**src/shared/lbg_pkg.sv**
```systemverilog
// Notes on behaviour
// - Writing zero to frame count clears valid transmit and receive counters.
// - On Center side, writing zero also clears all three loop-back result counters.
// - On Center side, writing N from 1 to 100 sends exactly N test frames.
// - Frame count register resets to seven.
// - Center side has an 8-bit read-write pattern select register, reset zero.
// - Codes 00,01,02,04 give 55AA frames: 64/1518 unicast, 64/1518 broadcast.
// - Codes 08,10,20,40 give 0F0F frames: 64/1518 unicast, 64/1518 broadcast.
// - Code 80 gives 1518-byte broadcast FF00; only nine codes are used.
// - Destination takes five address bytes, last byte is address byte six plus one.
// - Last destination byte steps by one for each following frame of a burst.
// - Source address is the six address bytes without any increment.
// - Every test frame carries type/length 0x0800.
// - Read-only 8-bit counter counts returned frames with CRC error.
// - CRC error counter clears when zero is written to frame count.
package lbg_pkg;

    // ==========================================================
    // Register map
    localparam logic [7:0] LBG_OFS_COUNT    = 8'h44;
    localparam logic [7:0] LBG_OFS_PATTERN  = 8'h45;
    localparam logic [7:0] LBG_OFS_CRC_ERR  = 8'h46;
    localparam logic [7:0] LBG_OFS_IRQ_STAT = 8'h60;
    localparam logic [7:0] LBG_OFS_IRQ_MASK = 8'h61;
    localparam logic [7:0] LBG_OFS_BURST    = 8'h62;

    localparam logic [7:0] LBG_COUNT_RST    = 8'h07;
    localparam logic [7:0] LBG_PATTERN_RST  = 8'h00;
    localparam logic [7:0] LBG_COUNT_CLEAR  = 8'h00;
    localparam logic [7:0] LBG_COUNT_MAX    = 8'h64;
    localparam logic [7:0] LBG_TALLY_MAX    = 8'hFF;

    // Interrupt bits: burst finished, errored frame returned
    localparam int LBG_IRQ_DONE = 0;
    localparam int LBG_IRQ_CRC  = 1;
    localparam int LBG_IRQ_W    = 2;

    // ==========================================================
    // Frame layout, byte indices before the FCS
    localparam logic [10:0] LBG_IDX_DA_LAST = 11'h005;
    localparam logic [10:0] LBG_IDX_SA      = 11'h006;
    localparam logic [10:0] LBG_IDX_TYPE_HI = 11'h00C;
    localparam logic [10:0] LBG_IDX_TYPE_LO = 11'h00D;
    localparam logic [10:0] LBG_IDX_PAYLOAD = 11'h00E;
    localparam logic [10:0] LBG_LAST_SHORT  = 11'h03B; // 64 - 4 FCS - 1
    localparam logic [10:0] LBG_LAST_LONG   = 11'h5E9; // 1518 - 4 FCS - 1
    localparam logic [7:0]  LBG_TYPE_HI     = 8'h08;
    localparam logic [7:0]  LBG_TYPE_LO     = 8'h00;
    localparam logic [7:0]  LBG_BCAST_BYTE  = 8'hFF;

    // ==========================================================
    // Types
    typedef enum logic [1:0] {
        LBG_ST_IDLE = 2'b01,
        LBG_ST_SEND = 2'b10
    } lbg_state_e;

    typedef logic [5:0][7:0] lbg_mac_t;

    typedef struct packed {
        logic       long_frame;
        logic       bcast;
        logic [7:0] pat_hi;
        logic [7:0] pat_lo;
    } lbg_cfg_s;

    typedef struct packed {
        logic       valid;
        logic       last;
        logic [7:0] data;
    } lbg_tx_s;

endpackage
```
**src/core/lbg_top.sv**
```systemverilog
`timescale 1ns/10ps
module lbg_top (
    input  wire logic              ref_clk,
    input  wire logic              nrst,
    input  wire logic              center_side_pin,
    input  wire logic [7:0]        bus_addr,
    input  wire logic [7:0]        bus_wdata,
    input  wire logic              bus_wr,
    input  wire logic              bus_rd,
    output logic [7:0]             bus_rdata,
    input  wire lbg_pkg::lbg_mac_t station_addr,
    output lbg_pkg::lbg_tx_s       tx,
    input  wire logic              tx_ready,
    input  wire logic              rx_done,
    input  wire logic              rx_crc_err,
    output logic                   clr_valid_counters,
    output logic                   clr_result_counters,
    output logic                   irq
);
    import lbg_pkg::*;

    // ==========================================================
    // Decode helpers

    // Unknown codes fall back to the first code's frame shape
    function automatic lbg_cfg_s decode_pattern(input logic [7:0] code);
        lbg_cfg_s c;
        c = '{long_frame: 1'b0, bcast: 1'b0, pat_hi: 8'h55, pat_lo: 8'hAA};
        case (code)
            8'h01: c.long_frame = 1'b1;
            8'h02: c.bcast = 1'b1;
            8'h04: c = '{1'b1, 1'b1, 8'h55, 8'hAA};
            8'h08: c = '{1'b0, 1'b0, 8'h0F, 8'h0F};
            8'h10: c = '{1'b1, 1'b0, 8'h0F, 8'h0F};
            8'h20: c = '{1'b0, 1'b1, 8'h0F, 8'h0F};
            8'h40: c = '{1'b1, 1'b1, 8'h0F, 8'h0F};
            8'h80: c = '{1'b1, 1'b1, 8'hFF, 8'h00};
            default: c = c;
        endcase
        return c;
    endfunction

    // Register writes are decoded in several places; strobe and address are arguments so assigns track them
    function automatic logic wr_hit(input logic wr, input logic [7:0] addr, input logic [7:0] ofs);
        return wr && (addr == ofs);
    endfunction

    // ==========================================================
    // Strap synchroniser, the side select is a pin
    logic cs_meta_ff;
    logic center_ff;

    always_ff @(posedge ref_clk or negedge nrst) begin
        if (!nrst) begin
            cs_meta_ff <= 1'b0;
            center_ff  <= 1'b0;
        end else begin
            cs_meta_ff <= center_side_pin;
            center_ff  <= cs_meta_ff;
        end
    end

    // ==========================================================
    // Software registers
    logic [7:0]          count_ff;
    logic [7:0]          pattern_ff;
    logic [LBG_IRQ_W-1:0] mask_ff;
    logic                wr_count;
    logic                wr_zero;
    logic                wr_start;

    assign wr_count = wr_hit(bus_wr, bus_addr, LBG_OFS_COUNT);
    assign wr_zero  = wr_count && (bus_wdata == LBG_COUNT_CLEAR);
    // Out-of-range counts are stored but never start a burst
    assign wr_start = wr_count && center_ff && !wr_zero && (bus_wdata <= LBG_COUNT_MAX);

    // Count, pattern and mask storage
    always_ff @(posedge ref_clk or negedge nrst) begin
        if (!nrst) begin
            count_ff   <= LBG_COUNT_RST;
            pattern_ff <= LBG_PATTERN_RST;
            mask_ff    <= '0;
        end else begin
            if (wr_count)
                count_ff <= bus_wdata;
            if (wr_hit(bus_wr, bus_addr, LBG_OFS_PATTERN))
                pattern_ff <= bus_wdata;
            if (wr_hit(bus_wr, bus_addr, LBG_OFS_IRQ_MASK))
                mask_ff <= bus_wdata[LBG_IRQ_W-1:0];
        end
    end

    // Clear pulses towards the counters kept elsewhere
    always_ff @(posedge ref_clk or negedge nrst) begin
        if (!nrst) begin
            clr_valid_counters  <= 1'b0;
            clr_result_counters <= 1'b0;
        end else begin
            clr_valid_counters  <= wr_zero;
            clr_result_counters <= wr_zero && center_ff;
        end
    end

    // ==========================================================
    // Errored frame tally
    logic [7:0] tally_ff;
    logic       crc_evt;

    assign crc_evt = rx_done && rx_crc_err && center_ff;

    // An error in the clearing cycle still counts once
    always_ff @(posedge ref_clk or negedge nrst) begin
        if (!nrst) begin
            tally_ff <= '0;
        end else if (wr_zero && center_ff) begin
            tally_ff <= crc_evt ? 8'h01 : 8'h00;
        end else if (crc_evt && tally_ff != LBG_TALLY_MAX) begin
            tally_ff <= tally_ff + 8'h01;
        end
    end

    // ==========================================================
    // Frame generator
    lbg_state_e  state_ff;
    lbg_cfg_s    cfg_ff;
    logic [6:0]  remain_ff;
    logic [7:0]  da_last_ff;
    logic [10:0] idx_ff;
    logic [10:0] last_idx;
    logic        tx_take;
    logic        frame_end;
    logic        burst_done;

    assign last_idx   = cfg_ff.long_frame ? LBG_LAST_LONG : LBG_LAST_SHORT;
    assign tx_take    = tx.valid && tx_ready;
    assign frame_end  = tx_take && tx.last;
    assign burst_done = frame_end && (remain_ff == 7'h01) && !wr_start && !wr_zero;

    // Byte of the frame at a given index, FCS is appended downstream
    function automatic logic [7:0] frame_byte(input logic [10:0] i, input logic [7:0] da_last,
                                              input lbg_cfg_s c, input lbg_mac_t sa);
        logic [7:0] b;
        b = 8'h00;
        if (i < LBG_IDX_DA_LAST)
            b = c.bcast ? LBG_BCAST_BYTE : sa[i[2:0]];
        else if (i == LBG_IDX_DA_LAST)
            b = c.bcast ? LBG_BCAST_BYTE : da_last;
        else if (i < LBG_IDX_TYPE_HI)
            b = sa[3'(i - LBG_IDX_SA)];
        else if (i == LBG_IDX_TYPE_HI)
            b = LBG_TYPE_HI;
        else if (i == LBG_IDX_TYPE_LO)
            b = LBG_TYPE_LO;
        else
            b = i[0] ? c.pat_lo : c.pat_hi;
        return b;
    endfunction

    // Sequencer; a new count write from 1 to 100 on the Center side restarts, zero aborts
    always_ff @(posedge ref_clk or negedge nrst) begin
        if (!nrst) begin
            state_ff   <= LBG_ST_IDLE;
            cfg_ff     <= '0;
            remain_ff  <= '0;
            da_last_ff <= '0;
            idx_ff     <= '0;
        end else if (wr_start) begin
            state_ff   <= LBG_ST_SEND;
            cfg_ff     <= decode_pattern(pattern_ff);
            remain_ff  <= bus_wdata[6:0];
            da_last_ff <= station_addr[5] + 8'h01;
            idx_ff     <= '0;
        end else if (wr_zero) begin
            state_ff  <= LBG_ST_IDLE;
            remain_ff <= '0;
        end else begin
            case (state_ff)
                LBG_ST_IDLE: begin
                    idx_ff <= '0;
                end
                LBG_ST_SEND: begin
                    if (frame_end) begin
                        remain_ff  <= remain_ff - 7'h01;
                        da_last_ff <= da_last_ff + 8'h01;
                        idx_ff     <= '0;
                        if (remain_ff == 7'h01)
                            state_ff <= LBG_ST_IDLE;
                    end else if (tx_take) begin
                        idx_ff <= idx_ff + 11'h001;
                    end
                end
                default: begin
                    state_ff <= LBG_ST_IDLE;
                end
            endcase
        end
    end

    // First byte of a burst, built from the pattern that stands at the start write
    logic [7:0] start_byte;
    assign start_byte = frame_byte('0, station_addr[5] + 8'h01, decode_pattern(pattern_ff), station_addr);

    // Output byte register; the next byte loads only when the sink took the current one
    always_ff @(posedge ref_clk or negedge nrst) begin
        if (!nrst) begin
            tx <= '0;
        end else if (wr_start) begin
            tx <= '{valid: 1'b1, last: 1'b0, data: start_byte};
        end else if (wr_zero || burst_done || state_ff != LBG_ST_SEND) begin
            tx <= '0;
        end else if (frame_end) begin
            tx <= '{valid: 1'b1, last: 1'b0, data: frame_byte('0, da_last_ff + 8'h01, cfg_ff, station_addr)};
        end else if (tx_take) begin
            tx.last <= (idx_ff + 11'h001) == last_idx;
            tx.data <= frame_byte(idx_ff + 11'h001, da_last_ff, cfg_ff, station_addr);
        end
    end

    // Reference byte for the current index; the registered port byte must match it
    logic [7:0] cur_byte;
    assign cur_byte = frame_byte(idx_ff, da_last_ff, cfg_ff, station_addr);

    // ==========================================================
    // Interrupt status, write one to clear, a new event wins
    logic [LBG_IRQ_W-1:0] stat_ff;
    logic [LBG_IRQ_W-1:0] stat_set;
    logic [LBG_IRQ_W-1:0] stat_clr;

    assign stat_set = {crc_evt, burst_done};
    assign stat_clr = wr_hit(bus_wr, bus_addr, LBG_OFS_IRQ_STAT) ? bus_wdata[LBG_IRQ_W-1:0] : '0;

    // Sticky events
    always_ff @(posedge ref_clk or negedge nrst) begin
        if (!nrst)
            stat_ff <= '0;
        else
            stat_ff <= (stat_ff & ~stat_clr) | stat_set;
    end

    // Level interrupt from the masked status
    always_ff @(posedge ref_clk or negedge nrst) begin
        if (!nrst)
            irq <= 1'b0;
        else
            irq <= |(((stat_ff & ~stat_clr) | stat_set) & mask_ff);
    end

    // ==========================================================
    // Read port, data valid the cycle after the strobe
    always_ff @(posedge ref_clk or negedge nrst) begin
        if (!nrst) begin
            bus_rdata <= '0;
        end else if (bus_rd) begin
            case (bus_addr)
                LBG_OFS_COUNT:    bus_rdata <= count_ff;
                LBG_OFS_PATTERN:  bus_rdata <= pattern_ff;
                LBG_OFS_CRC_ERR:  bus_rdata <= tally_ff;
                LBG_OFS_IRQ_STAT: bus_rdata <= 8'(stat_ff);
                LBG_OFS_IRQ_MASK: bus_rdata <= 8'(mask_ff);
                LBG_OFS_BURST:    bus_rdata <= {state_ff == LBG_ST_SEND, remain_ff};
                default:          bus_rdata <= 8'h00;
            endcase
        end else begin
            bus_rdata <= 8'h00;
        end
    end
endmodule // lbg_top

```
**config.mk**
```make
export PLATFORM = sky130hd
export DESIGN_NAME = lbg_top
export DESIGN_NICKNAME = d
export VERILOG_FILES = /design/src/shared/lbg_pkg.sv /design/src/core/lbg_top.sv
export SDC_FILE = /design/constraint.sdc
export NUM_CORES = 1
export LEC_CHECK = 0
export BUFFER_PORTS_ARGS = -buffer_cell sky130_fd_sc_hd__buf_2
export CORE_MARGIN = 2
export CORE_UTILIZATION = 32
export DETAILED_ROUTE_END_ITERATION = 8
export PLACE_DENSITY = 0.5
export SYNTH_ARGS = -nofsm -noshare
export SYNTH_HDL_FRONTEND = slang
export SYNTH_SLANG_ARGS = --single-unit
```
**constraint.sdc**
```tcl
create_clock -name ref_clk -period 4.8 [get_ports ref_clk]
set_clock_uncertainty 0.2 [all_clocks]
set_input_delay 0.24 -clock ref_clk [delete_from_list [all_inputs] [get_ports ref_clk]]
set_output_delay 0.24 -clock ref_clk [all_outputs]
set_load 0.02 [all_outputs]
```
==> results.py <==
metrics = {
    "status": {
        "status": "complete, no violations",
    },
    "yosys": {
        "synth_seq_cells": 88,
        "ys_warn_count": 0,
        "syn-cell-area_um2": 6050,
        "synth_cell_type_count": 62,
        "synth_fp_nets": 790,
        "syn_inst": 710,
        "synthArstFlopShare_pct": 100,
        "synth_ff_type": "dfrtp_1",
        "syn_avg_cell_area_um2": 8.52,
        "ys_seq_area_share_pct": 36.5,
        "synth_edf_count": 0,
    },
    "clock_tree": {
        "cts_root_buffer": "clkbuf_16",
        "post_cts_buffers": 0,
        "cts-resized-gates": 0,
        "cts_buffer_depth": 2,
        "clock-sinks": 88,
        "clk_pin_slew_ps": 80,
        "cts_max_level": 3,
        "cts_tree": "done",
        "insertion_delay_ps": 360,
        "cts_buffers": 9,
    },
    "critical_path": {
        "cpMaxStageDelayCell": "or3_1",
        "path_buf_inv": 2,
        "crit_fanout": 17,
        "max_stage_delay_ps": 530,
        "crit_chain": "ha_1 -> xnor2_1 -> buf_4 -> bufinv_8 -> ha_1 -> nor2b_1 -> or3_1 -> a21oi_1 -> nand4_1 -> or3_1 -> o221ai_1 -> o22ai_1",
        "cp-start-kind": "flip-flop",
        "crit_arrival_ps": 3910,
        "crit_type": "reg2reg",
        "path_delay_family": "simple AND/OR/NAND/NOR gates",
        "required_ps": 4840,
        "worstSetupEndpointType": "flip-flop",
    },
    "drt": {
        "remaining_drc_errors": 0,
        "routed_wl_mm": 19.8,
        "drt-wirelength-per-cell_um": 19.3,
        "drt_pre_antenna_iters": 5,
        "ant_nets": 0,
        "drt_iter0_drc": 634,
        "viasPerCell": 5.91,
        "num_vias": 6084,
    },
    "timing": {
        "slew_violations": 0,
        "timing.fmax_mhz": 258,
        "finalHoldViolations": 0,
        "rsz0062_at_grt": "false",
        "period_share_pct": 80.6,
        "fin_crit_ps": 3870,
        "tns_ps": 0,
        "worstMarginPinSlew_ps": 1290,
        "setup_ws_ps": 931,
        "setup_violations": 0,
        "max-slew-margin-rel_pct": 13.6,
    },
    "worst_hold_path": {
        "hp-class": "in2reg",
    },
    "power_and_ir_drop": {
        "total_leakage_power_nw": 3.10,
        "max-vdd-ir-drop_v": 0.000161,
        "p_per_area_nw_per_um2": 250,
    },
    "global_route": {
        "antenna_found_initial": 0,
        "grt_max_degree": 47,
        "grt_pass1_vias": 5767,
        "track_usage_pct": 19.9,
        "grt_pass1_wl_mm": 31.4,
        "grt_overflow": 0,
    },
    "place": {
        "port_buffers": 92,
        "dpl.hpwl_mm": 14.7,
        "routabilityCongestion": 0.915,
        "place_ws_ps": 1050,
    },
    "layout": {
        "fin_util_pct": 38.3,
        "antennaDiodeCount": 0,
        "layout-drive-gt1-share_pct": 19.9,
        "syn_to_final_growth_pct": 17.9,
        "fin_nets": 870,
    },
    "die": {
        "core_um2": 18600,
        "die_w_um": 141,
        "initial_core_util_pct": 32.4,
        "ios": 93,
        "dieArea_um2": 20000,
        "die_h_um": 141,
        "row_count": 50,
    },
    "flow_run": {
        "drv_cap": 0,
    },
}
[worst reg2reg max path, delay by kind of cell (launching register included)]
family | cells | cell delay, ps
compound gates | 3 | 530
xor+xnor | 1 | 170
fa+ha+maj | 2 | 620
buf+inv | 2 | 460
flops | 1 | 480
simple gates | 4 | 1300
[state kept, by name (all words and copies together) (netlist names), 2 cells and up]
| register | count |
|---|---|
| idx_ff | 11 |
| stat_ff | 2 |
| bus_rdata | 8 |
| state_ff | 2 |
| remain_ff | 7 |
| count_ff | 8 |
| cfg_ff | 9 |
| mask_ff | 2 |
| pattern_ff | 8 |
| tx | 10 |
| da_last_ff | 8 |
| tally_ff | 8 |
[final timing paths]
path	cells past startpoint	slack (ps)	to	from
min in group asynchronous	2	240	bus_rdata[2]$_DFF_PN0_	nrst
max reg2reg	12	930	tx[5]$_DFFE_PN0P_	idx_ff[1]$_DFFE_PN0P_
max	12	930	tx[5]$_DFFE_PN0P_	idx_ff[1]$_DFFE_PN0P_
min reg2reg	0	160	center_ff$_DFF_PN0_	cs_meta_ff$_DFF_PN0_
max in group asynchronous	3	3130	da_last_ff[2]$_DFFE_PN0P_	nrst
min	3	30	tx[0]$_DFFE_PN0P_	station_addr[0]
[logic make-up after synthesis]
group	synth area share, %
AND/OR/NAND/NOR	23.2
multiplexers	8.50
AO/OA/AOI/OAI	23.7
buffers and inverters	3.95
XOR/XNOR	2.46
flip-flops	36.5
adder cells (fa/ha/maj)	1.65
[cells in the mapped netlist, types with 3 or more instances]
cell type / n / area (um^2)
nor2_1: 70 / 263
a2111oi_0: 6 / 52.6
a31oi_1: 4 / 25.0
o32ai_1: 8 / 70.1
nor2b_1: 7 / 43.8
o221ai_1: 6 / 52.6
and3_1: 15 / 93.8
nor3_1: 15 / 75.1
a211oi_1: 7 / 52.6
nand3_1: 23 / 115
inv_1: 13 / 48.8
and2_1: 6 / 37.5
mux2_2: 15 / 169
o21ai_0: 53 / 265
o2111ai_1: 3 / 26.3
o31ai_1: 11 / 82.6
buf_2: 6 / 30.0
and4_1: 3 / 26.3
xnor2_1: 7 / 61.3
a21oi_1: 35 / 175
a21o_1: 4 / 30.0
nor4_1: 8 / 50.1
dfrtp_1: 84 / 2100
clkbuf_1: 33 / 124
or3_1: 8 / 50.1
nand4_1: 13 / 81.3
nand2_1: 95 / 357
nand2b_1: 10 / 62.6
a221o_1: 10 / 100
xor2_1: 10 / 87.6
nand3b_1: 4 / 30.0
dfstp_2: 4 / 105
buf_1: 3 / 11.3
or2_2: 3 / 18.8
mux4_2: 10 / 225
ha_1: 8 / 100
o21a_1: 8 / 60.1
a22oi_1: 27 / 203
mux2i_1: 12 / 120
o211ai_1: 4 / 30.0
o22ai_1: 10 / 62.6
[placed cells by master, fill, tap and decap left out, types with 8 or more instances in the layout]
| cell type | netlist | routed |
|---|---|---|
| o21a_1 | 8 | 8 |
| o22ai_1 | 10 | 10 |
| and3_1 | 15 | 15 |
| nor3_1 | 15 | 15 |
| dlygate4sd3_1 | 0 | 10 |
| clkbuf_16 | 0 | 9 |
| o32ai_1 | 8 | 8 |
| nand2_1 | 95 | 95 |
| nand3_1 | 23 | 23 |
| o31ai_1 | 11 | 11 |
| buf_2 | 6 | 91 |
| ha_1 | 8 | 8 |
| mux2i_1 | 12 | 12 |
| xor2_1 | 10 | 10 |
| mux2_2 | 15 | 15 |
| nand4_1 | 13 | 13 |
| mux4_2 | 10 | 10 |
| nand2b_1 | 10 | 10 |
| dfrtp_1 | 84 | 84 |
| or3_1 | 8 | 8 |
| nor4_1 | 8 | 8 |
| a22oi_1 | 27 | 27 |
| buf_4 | 1 | 11 |
| o21ai_0 | 53 | 53 |
| nor2_1 | 70 | 70 |
| a221o_1 | 10 | 10 |
| a21oi_1 | 35 | 35 |
| inv_1 | 13 | 13 |
[through the flow]
| step | hold WS [ps] | instance area, um^2 | total power [mW] | instances |
|---|---|---|---|---|
| 2_1_floorplan | -256 | 6050 | 0.893 | 710 |
| 3_3_place_gp | 97.3 | 6710 | 0.984 | 1003 |
| 3_5_place_dp | 95.7 | 6710 | 0.990 | 1003 |
| 4_1_cts | 19.6 | 7130 | 1.80 | 1029 |
| 5_1_grt | 48.7 | 7130 | 1.86 | 1029 |
| 6_report | 25.9 | 7130 | 1.78 | 1029 |
[power by group]
part           internal, mW  switching (mW)
logic                0.0766          0.0894
registers             0.770          0.0467
clock network         0.463           0.335
[per-layer routing]
layer  GRT usage, %  share of wire (%)  up-vias
li1               -                  -     2820
met1           29.3                 48     3000
met2           29.5                 44      227
met3           3.17                5.5       37
met4           7.42                2.6        0
met5              0                  0        -
[repair_timing]
item	CTS	global route
setup endpoints to repair	0	0
hold buffers	10	0
hold endpoints to repair	54	0
[cell type report]
cell class,count,area [um^2]
sequential,88,2210
tap,234,293
timing repair buffer,112,638
inverter,14,66.3
clock buffer,9,225
clock inverter,7,101
fill,1931,11500
multi-input combinational,565,3600
No activity file was read; power rests on OpenSTA's default activity.
